===== src/verilog/icac_map.svh =====
`ifndef ICAC_MAP_SVH
`define ICAC_MAP_SVH

// Register indices held by the address pointer
`define ICAC_REG_CHAN_CFG      8'h10
`define ICAC_REG_CFG2          8'h11
`define ICAC_REG_VOLT_ID       8'h12
`define ICAC_REG_VALUE_BASE    8'h20
`define ICAC_REG_VALUE_LAST    8'h29

// Field positions in input_channel_configuration
`define ICAC_CFG_AUX_A_BIT     0
`define ICAC_CFG_AUX_B_BIT     1
`define ICAC_CFG_DIODE2_BIT    2
`define ICAC_CFG_RANGE_5V_BIT  3
`define ICAC_CFG_EXT_IRQ_LINE_0_BIT      4
`define ICAC_CFG_EXT_IRQ_LINE_1_BIT      5
`define ICAC_CFG_EXT_IRQ_LINE_2_BIT      6
`define ICAC_CFG_IRQ_MODE_BIT  7
// Field positions in the second general configuration register
`define ICAC_CFG2_IRQ3_BIT     6
`define ICAC_CFG2_IRQ4_BIT     7

// Reset values
`define ICAC_CHAN_CFG_RESET    8'h00
`define ICAC_CFG2_RESET        8'h00

// Timing
`define ICAC_CLK_MHZ           100
`define ICAC_SLOT_TIME_US      748
`define ICAC_DIODE_TIME_US     9600
`define ICAC_DIODE_AVG_COUNT   16
`define ICAC_LAST_CHAN         4'h9

`endif


===== src/verilog/icac_pkg.sv =====
package icac_pkg;

    typedef enum logic [3:0] {
        CH_DIODE1      = 4'h0,
        CH_SUPPLY_12V  = 4'h1,
        CH_SUPPLY_5V   = 4'h2,
        CH_FIRST_CORE  = 4'h3,
        CH_INT_SUPPLY  = 4'h4,
        CH_AUX_A       = 4'h5,
        CH_AUX_B       = 4'h6,
        CH_SUPPLY_2V5  = 4'h7,
        CH_SECOND_CORE = 4'h8,
        CH_DIODE2      = 4'h9
    } icac_chan_type;

    // Gray along idle -> wait -> store
    typedef enum logic [1:0] {
        ST_IDLE  = 2'h0,
        ST_WAIT  = 2'h1,
        ST_STORE = 2'h3
    } icac_state_type;

endpackage


===== src/verilog/icac_value_ram.sv =====
module icac_value_ram (
    input  wire logic       clk_in,
    input  wire logic       we_in,
    input  wire logic [3:0] waddr_in,
    input  wire logic [7:0] wdata_in,
    input  wire logic [3:0] raddr_in,
    output logic      [7:0] rdata_out
);
    logic [7:0] mem [0:15];

    // Whole byte written in one edge, so a read never sees half a result
    always_ff @(posedge clk_in) begin
        if (we_in) begin
            mem[waddr_in] <= wdata_in;
        end
        rdata_out <= mem[raddr_in];
    end
endmodule // icac_value_ram


===== src/verilog/icac_sequencer.sv =====
// Summary of operation
// - Dedicated diode and four analog channels convert regardless of configuration.
// - Bits 0 and 1 pick tachometer (0) or analog input (1) per pin.
// - Bit 2 picks 2.5 V and second core supply (0) or second diode (1).
// - Bit 3 picks internal supply range, 3.3 V (0) or 5 V (1).
// - Bit 7 turns the five voltage-ID pins into interrupt inputs.
// - With bit 7 set, bits 4 to 6 enable interrupt lines 0 to 2.
// - Lines 3 and 4 are enabled by second configuration register bits 6, 7.
// - Channel configuration resets to all zeros.
// - One shared converter yields 8-bit codes; diode codes are sign-extended when averaged.
// - Supply scaling puts nominal voltage at code 192; range select drives it.
// - One non-diode channel converts every 748 us while running.
// - Diode result averages 16 conversions over nominally 9.6 ms.
`include "icac_map.svh"

module icac_sequencer #(
    parameter int SLOT_CYCLES  = `ICAC_SLOT_TIME_US * `ICAC_CLK_MHZ,
    parameter int DIODE_CYCLES = `ICAC_DIODE_TIME_US * `ICAC_CLK_MHZ
) (
    input  wire logic       clk_in,
    input  wire logic       reset_n_in,
    input  wire logic       ptr_wr_in,
    input  wire logic       data_wr_in,
    input  wire logic [7:0] bus_data_in,
    output logic      [7:0] rd_data_out,
    input  wire logic       converter_run_in,
    input  wire logic       adc_done_in,
    input  wire logic [7:0] adc_result_in,
    output logic            adc_start_out,
    output logic      [3:0] adc_channel_out,
    output logic            supply_5v_range_out,
    output logic            tach_input_a_en_out,
    output logic            tach_input_b_en_out,
    output logic            second_diode_mode_out,
    input  wire logic [4:0] volt_id_line_in,
    output logic      [4:0] volt_id_out,
    output logic            volt_id_irq_mode_out,
    output logic      [4:0] ext_irq_enable_out,
    output logic      [4:0] ext_irq_event_out
);
    localparam logic [19:0] SLOT_LEN  = 20'(SLOT_CYCLES);
    localparam logic [19:0] DIODE_LEN = 20'(DIODE_CYCLES / `ICAC_DIODE_AVG_COUNT);
    localparam logic [3:0]  LAST_SUB  = 4'(`ICAC_DIODE_AVG_COUNT - 1);

    function automatic logic is_diode(input logic [3:0] ch);
        is_diode = (ch == icac_pkg::CH_DIODE1) || (ch == icac_pkg::CH_DIODE2);
    endfunction

    function automatic logic chan_enabled(input logic [3:0] ch, input logic [7:0] c);
        case (ch)
            icac_pkg::CH_DIODE1, icac_pkg::CH_SUPPLY_12V, icac_pkg::CH_SUPPLY_5V,
            icac_pkg::CH_FIRST_CORE, icac_pkg::CH_INT_SUPPLY: chan_enabled = 1'b1;
            icac_pkg::CH_AUX_A:       chan_enabled = c[`ICAC_CFG_AUX_A_BIT];
            icac_pkg::CH_AUX_B:       chan_enabled = c[`ICAC_CFG_AUX_B_BIT];
            icac_pkg::CH_SUPPLY_2V5,
            icac_pkg::CH_SECOND_CORE: chan_enabled = !c[`ICAC_CFG_DIODE2_BIT];
            icac_pkg::CH_DIODE2:      chan_enabled = c[`ICAC_CFG_DIODE2_BIT];
            default:                  chan_enabled = 1'b0;
        endcase
    endfunction

    function automatic logic [3:0] next_chan(input logic [3:0] cur, input logic [7:0] c);
        logic [3:0] cand;
        logic       found;
        cand      = cur;
        found     = 1'b0;
        next_chan = cur;
        for (int i = 0; i < 10; i++) begin
            cand = (cand == `ICAC_LAST_CHAN) ? 4'h0 : cand + 4'h1;
            if (!found && chan_enabled(cand, c)) begin
                next_chan = cand;
                found     = 1'b1;
            end
        end
    endfunction

    // Register file
    logic [7:0] pointer;
    logic [7:0] chan_cfg;
    logic [7:0] cfg2;
    logic [7:0] ram_rdata;
    logic [4:0] volt_id_stable;

    wire        cfg_sel   = (pointer == `ICAC_REG_CHAN_CFG);
    wire        cfg2_sel  = (pointer == `ICAC_REG_CFG2);
    wire        vid_sel   = (pointer == `ICAC_REG_VOLT_ID);
    wire        value_sel = (pointer >= `ICAC_REG_VALUE_BASE) &&
                            (pointer <= `ICAC_REG_VALUE_LAST);
    wire [7:0]  value_off = pointer - `ICAC_REG_VALUE_BASE;
    wire [7:0]  next_rd   = cfg_sel   ? chan_cfg :
                            cfg2_sel  ? cfg2 :
                            vid_sel   ? {3'h0, volt_id_stable} :
                            value_sel ? ram_rdata : 8'h00;

    always_ff @(posedge clk_in or negedge reset_n_in) begin
        if (!reset_n_in) begin
            pointer     <= 8'h00;
            chan_cfg    <= `ICAC_CHAN_CFG_RESET;
            cfg2        <= `ICAC_CFG2_RESET;
            rd_data_out <= 8'h00;
        end else begin
            if (ptr_wr_in) begin
                pointer <= bus_data_in;
            end
            if (data_wr_in && cfg_sel) begin
                chan_cfg <= bus_data_in;
            end
            if (data_wr_in && cfg2_sel) begin
                cfg2 <= bus_data_in;
            end
            rd_data_out <= next_rd;
        end
    end

    // Pin function selects
    wire [4:0] next_irq_en = {cfg2[`ICAC_CFG2_IRQ4_BIT], cfg2[`ICAC_CFG2_IRQ3_BIT],
                              chan_cfg[`ICAC_CFG_EXT_IRQ_LINE_2_BIT], chan_cfg[`ICAC_CFG_EXT_IRQ_LINE_1_BIT],
                              chan_cfg[`ICAC_CFG_EXT_IRQ_LINE_0_BIT]} &
                             {5{chan_cfg[`ICAC_CFG_IRQ_MODE_BIT]}};

    always_ff @(posedge clk_in or negedge reset_n_in) begin
        if (!reset_n_in) begin
            tach_input_a_en_out   <= 1'b1;
            tach_input_b_en_out   <= 1'b1;
            second_diode_mode_out <= 1'b0;
            supply_5v_range_out   <= 1'b0;
            volt_id_irq_mode_out  <= 1'b0;
            ext_irq_enable_out    <= 5'h00;
        end else begin
            tach_input_a_en_out   <= !chan_cfg[`ICAC_CFG_AUX_A_BIT];
            tach_input_b_en_out   <= !chan_cfg[`ICAC_CFG_AUX_B_BIT];
            second_diode_mode_out <= chan_cfg[`ICAC_CFG_DIODE2_BIT];
            supply_5v_range_out   <= chan_cfg[`ICAC_CFG_RANGE_5V_BIT];
            volt_id_irq_mode_out  <= chan_cfg[`ICAC_CFG_IRQ_MODE_BIT];
            ext_irq_enable_out    <= next_irq_en;
        end
    end

    // Voltage-ID pins: three stages, a change counts once stages two and three agree
    logic [4:0] vid_s1;
    logic [4:0] vid_s2;
    logic [4:0] vid_s3;
    wire  [4:0] vid_agree   = ~(vid_s2 ^ vid_s3);
    wire  [4:0] next_stable = (vid_agree & vid_s3) | (~vid_agree & volt_id_stable);
    // Interrupt inputs taken as active low: event on a falling settled level
    wire  [4:0] next_event  = volt_id_stable & ~next_stable & ext_irq_enable_out;

    always_ff @(posedge clk_in or negedge reset_n_in) begin
        if (!reset_n_in) begin
            vid_s1            <= 5'h00;
            vid_s2            <= 5'h00;
            vid_s3            <= 5'h00;
            volt_id_stable    <= 5'h00;
            volt_id_out       <= 5'h00;
            ext_irq_event_out <= 5'h00;
        end else begin
            vid_s1            <= volt_id_line_in;
            vid_s2            <= vid_s1;
            vid_s3            <= vid_s2;
            volt_id_stable    <= next_stable;
            volt_id_out       <= next_stable;
            ext_irq_event_out <= next_event;
        end
    end

    // Conversion sequencer
    icac_pkg::icac_state_type state;
    logic [3:0]  cur_chan;
    logic [7:0]  cfg_active;
    logic [19:0] slot_cnt;
    logic [19:0] slot_len;
    logic [3:0]  sub_cnt;
    logic [11:0] acc;
    logic [7:0]  result;
    logic        ram_we;
    logic [3:0]  ram_waddr;
    logic [7:0]  ram_wdata;

    wire        slot_done = (slot_cnt == slot_len - 20'h0_0001);
    wire        start_now = slot_done && converter_run_in && (state == icac_pkg::ST_IDLE);
    // Snapshot at slot start, so a write mid-conversion waits for the next slot
    wire [3:0]  sel_chan  = chan_enabled(cur_chan, chan_cfg) ? cur_chan
                                                              : next_chan(cur_chan, chan_cfg);
    wire        cur_diode = is_diode(cur_chan);
    wire [11:0] next_acc  = acc + {{4{result[7]}}, result};
    wire        last_sub  = (sub_cnt == LAST_SUB);

    always_ff @(posedge clk_in or negedge reset_n_in) begin
        if (!reset_n_in) begin
            slot_cnt <= 20'h0_0000;
        end else if (!converter_run_in || slot_done) begin
            slot_cnt <= 20'h0_0000;
        end else begin
            slot_cnt <= slot_cnt + 20'h0_0001;
        end
    end

    always_ff @(posedge clk_in or negedge reset_n_in) begin
        if (!reset_n_in) begin
            state           <= icac_pkg::ST_IDLE;
            cur_chan        <= 4'h0;
            cfg_active      <= `ICAC_CHAN_CFG_RESET;
            slot_len        <= SLOT_LEN;
            sub_cnt         <= 4'h0;
            acc             <= 12'h000;
            result          <= 8'h00;
            adc_start_out   <= 1'b0;
            adc_channel_out <= 4'h0;
            ram_we          <= 1'b0;
            ram_waddr       <= 4'h0;
            ram_wdata       <= 8'h00;
        end else begin
            adc_start_out <= 1'b0;
            ram_we        <= 1'b0;
            case (state)
                icac_pkg::ST_IDLE: begin
                    if (start_now) begin
                        cfg_active      <= chan_cfg;
                        cur_chan        <= sel_chan;
                        adc_channel_out <= sel_chan;
                        adc_start_out   <= 1'b1;
                        slot_len        <= is_diode(sel_chan) ? DIODE_LEN : SLOT_LEN;
                        state           <= icac_pkg::ST_WAIT;
                        // Diode run cut short by a config change starts over, never mixes
                        if (sel_chan != cur_chan) begin
                            sub_cnt <= 4'h0;
                            acc     <= 12'h000;
                        end
                    end
                end
                icac_pkg::ST_WAIT: begin
                    if (adc_done_in) begin
                        result <= adc_result_in;
                        state  <= icac_pkg::ST_STORE;
                    end
                end
                icac_pkg::ST_STORE: begin
                    state <= icac_pkg::ST_IDLE;
                    if (cur_diode && !last_sub) begin
                        acc     <= next_acc;
                        sub_cnt <= sub_cnt + 4'h1;
                    end else begin
                        ram_we    <= 1'b1;
                        ram_waddr <= cur_chan;
                        ram_wdata <= cur_diode ? next_acc[11:4] : result;
                        acc       <= 12'h000;
                        sub_cnt   <= 4'h0;
                        cur_chan  <= next_chan(cur_chan, cfg_active);
                    end
                end
                default: begin
                    state <= icac_pkg::ST_IDLE;
                end
            endcase
        end
    end

    icac_value_ram u_value_ram (
        .clk_in    (clk_in),
        .we_in     (ram_we),
        .waddr_in  (ram_waddr),
        .wdata_in  (ram_wdata),
        .raddr_in  (value_off[3:0]),
        .rdata_out (ram_rdata)
    );
endmodule // icac_sequencer


===== config.mk =====
export PLATFORM = sky130hd
export DESIGN_NAME = icac_sequencer
export DESIGN_NICKNAME = d
export VERILOG_FILES = /design/src/verilog/icac_pkg.sv /design/src/verilog/icac_value_ram.sv /design/src/verilog/icac_sequencer.sv
export VERILOG_INCLUDE_DIRS = /design/src /design/src/verilog
export SDC_FILE = /design/constraint.sdc
export NUM_CORES = 1
export LEC_CHECK = 0
export ABC_CLOCK_PERIOD_IN_PS = 4390
export BUFFER_PORTS_ARGS = -buffer_cell sky130_fd_sc_hd__buf_2
export CAP_MARGIN = 20
export CELL_PAD_IN_SITES_DETAIL_PLACEMENT = 1
export CELL_PAD_IN_SITES_GLOBAL_PLACEMENT = 1
export CORE_UTILIZATION = 32
export DETAILED_ROUTE_END_ITERATION = 7
export PLACE_DENSITY_LB_ADDON = 0.2
export SLEW_MARGIN = 10
export SYNTH_ARGS = -nofsm -noshare
export SYNTH_HDL_FRONTEND = slang
export SYNTH_SLANG_ARGS = --single-unit

===== constraint.sdc =====
create_clock -name clk_in -period 4.39 [get_ports clk_in]
set_clock_uncertainty 0.1 [all_clocks]
set_input_delay 0.6585 -clock clk_in [delete_from_list [all_inputs] [get_ports clk_in]]
set_output_delay 0.6585 -clock clk_in [all_outputs]
set_load 0.005 [all_outputs]

==> impl_metrics.csv <==
group,metric,value,unit
place,dp_hpwl,20150,um
drt,drt-total-wl,29210,um
timing,finalHoldViolCount,0,
timing,tns,0,ps
cts,cts-root-buf,"clkbuf_16",
final_layout,layout-drive-gt1-share,21.98,%
final_layout,fillers,4022,
drt,drc,0,
power,power,7.258,mW
drt,wl_per_cell,19.09,um
worst_setup_path,worst-setup-path-type,"reg -> reg",
global_route,grt_pass1_vias,8186,
logic_synthesis,syn_nets,971,
timing,maxSlewViolCount,0,
worst_setup_path,cp.arrival,3790,ps
global_route,met3_usage,2.475,%
timing,tightest_slew,1055,ps
logic_synthesis,netlist_area,0.01237,mm2
cts,clk_latency,580,ps
worst_setup_path,end_kind,"flop",
final_layout,num_antenna_cells,0,
cts,hold_buffers,0,
worst_setup_path,path_max_fanout,34,
logic_synthesis,synthArstFlopShare,50.72,%
logic_synthesis,synth_edf_count,128,
timing,timing.fmax,292.9,MHz
logic_synthesis,synth_seq_cells,276,
global_route,grt_antenna_before_repair,0,
drt,viasPerCell,5.135,
outcome,run_status,"finished clean",
global_route,grt_overflow_total,0,
final_layout,area_growth,15.85,%
cts,cts.htree.levels,1,
power,power_density,506.5,mW/mm2
cts,ctsResizeCount,0,
global_route,met1_usage,21.20,%
floorplan,die_x,198.6,um
final_layout,seqCellArea,0.007512,mm2
cts,clk_path_buf_depth,3,
global_route,grt_first_pass_wirelength,47160,um
worst_setup_path,worst_ep_required_time,4770,ps
floorplan,die_y,198.6,um
floorplan,core_area,0.03784,mm2
drt,drtIter0Drc,589,
power,leakage,5.641,nW
logic_synthesis,synthFlopType,"dfrtp_1",
final_layout,multi_input_area,0.004556,mm2
global_route,grt_use_met2,24.66,%
timing,slew_headroom,29.65,%
drt,dr.pass1.iters,7,
global_route,grt.busiest_layer,"met2",
timing,post-route-min-period,3414,ps
worst_setup_path,rr_worst_depth,8,
floorplan,io_pins,60,
place,io_buffers,59,
timing,setup_viol,0,
min_path,min_path_type,"in -> async",
timing,final.period_utilization,77.77,%
global_route,grt_use_total,15.23,%
drt,vias,7857,
floorplan,start_util,32.69,%
drt,ant_nets,0,
floorplan,row_count,71,
worst_setup_path,startpoint_type,"flop",
global_route,grt_max_degree,97,
logic_synthesis,synthCells,930,
logic_synthesis,synth_cell_types,94,
place,gp_congestion,0.8062,
power,peakVddDrop,0.2817,mV
logic_synthesis,synth-seq-area-share,60.72,%
final_layout,fin_util,37.87,%
cts,path_clk_slew,70,ps
final_layout,fin_nets,1035,
logic_synthesis,syn_area_per_cell,13.30,um2
floorplan,die-area,0.03944,mm2
timing,rsz0062_at_grt,"false",
cts,cts_setup_buffers,0,
cts,cts_tree,"yes",
job,cap_violations,0,
logic_synthesis,yosys_warnings,0,
cts,cts-buffers-inserted,31,
cts,numClockSinks,276,
-- cells in the mapped netlist, types with 5 or more instances --
cell	number	area share [%]
a21o_1	5	0.30
a21oi_1	34	1.4
a222oi_1	8	0.65
a22o_1	13	0.92
and2_1	6	0.30
and3_1	10	0.51
buf_2	14	0.57
clkbuf_1	20	0.61
dfrtp_1	137	28
dfxtp_1	8	1.3
edfxtp_1	128	31
ha_1	13	1.3
inv_1	16	0.49
maj3_1	5	0.40
mux2_2	29	2.6
mux2i_1	10	0.81
mux4_2	40	7.3
nand2_1	75	2.3
nand2b_1	14	0.71
nand3_1	24	0.97
nand3b_1	6	0.36
nor2_1	77	2.3
nor3_1	22	0.89
o21ai_0	38	1.5
o21ai_1	5	0.20
or3_1	9	0.46
xnor2_1	12	0.85
xor2_1	17	1.2
-- worst max-delay path: stages, from the launching register on --
cell and delay, ps:
dfrtp_1 1040, inv_1 480, a211oi_1 350, o221ai_1 240, a41oi_1 290, nand4b_1 200
a221oi_1 330, a21oi_1 60, and3_1 190
-- cell usage in the layout, fill, tap and decap left out, drive strengths merged, types with 17 or more instances in the layout --
cell / synthesis / final
mux2: 30 / 30
inv: 16 / 19
nand2: 76 / 76
clkbuf: 20 / 42
mux4: 40 / 40
a21oi: 35 / 35
nand3: 25 / 25
buf: 26 / 77
nor3: 25 / 25
dfrtp: 137 / 137
xor2: 17 / 17
edfxtp: 128 / 128
nor2: 79 / 79
o21ai: 43 / 43
-- cell type report --
cell class / instances / share of cell area (%)
clock buffers: 42 / 5.771
clock inverters: 16 / 1.947
inverters: 18 / 0.4715
multi-input cells: 590 / 31.79
flip-flops and latches: 276 / 52.42
well taps: 511 / 4.462
repair buffers: 77 / 3.135
-- sequential cells by signal, summed over array words and instances (netlist names), 8 cells and up --
signal / cells
acc: 12
rd_data_out: 8
cfg2: 8
result: 8
slot_cnt: 20
pointer: 8
u_value_ram.mem: 128
chan_cfg: 8
u_value_ram.rdata_out: 8
ram_wdata: 8
-- logic make-up (layout without fill, tap and decap cells) --
kind of cell | after synthesis | in the layout | synth area share (%)
xor+xnor | 29 | 29 | 2.053
buf+inv | 64 | 153 | 2.478
simple gates | 288 | 288 | 11.86
mux | 80 | 80 | 10.85
fa+ha+maj | 19 | 19 | 1.882
flops | 276 | 276 | 60.72
compound gates | 174 | 174 | 10.16
-- metal layers --
metal	part of all wire, %	vias to the layer above
met3	4.1	44
li1	-	3680
met1	47	3980
met2	47	153
met4	2.0	0
met5	0	-
-- worst paths after layout --
path	slack, ps	from	to
worst max-delay path	980	cur_chan[1]	cur_chan[3]
worst min-delay path	90	reset_n_in	vid_s1[4]
worst max register to register	980	cur_chan[1]	cur_chan[3]
worst min register to register	250	vid_s1[2]	vid_s2[2]
max in group asynchronous	3270	reset_n_in	acc[8]
min in group clk_in	90	volt_id_line_in[3]	vid_s1[3]
-- through the flow --
step	hold WS [ps]	setup slack [ps]	area, um2	instances
CTS	60.65	1005	14330	1530
global placement	234.6	1119	13220	1472
global route	61.03	728.8	14330	1530
detailed placement	242.0	1074	13220	1472
finish	85.24	975.9	14330	1530
floorplan	231.2	1752	12370	930
-- where the power goes --
part	internal [mW]	switching, mW
clock	1.74	1.07
sequential	2.99	0.324
combinational	0.496	0.638
(Power assumes the default switching activity.)
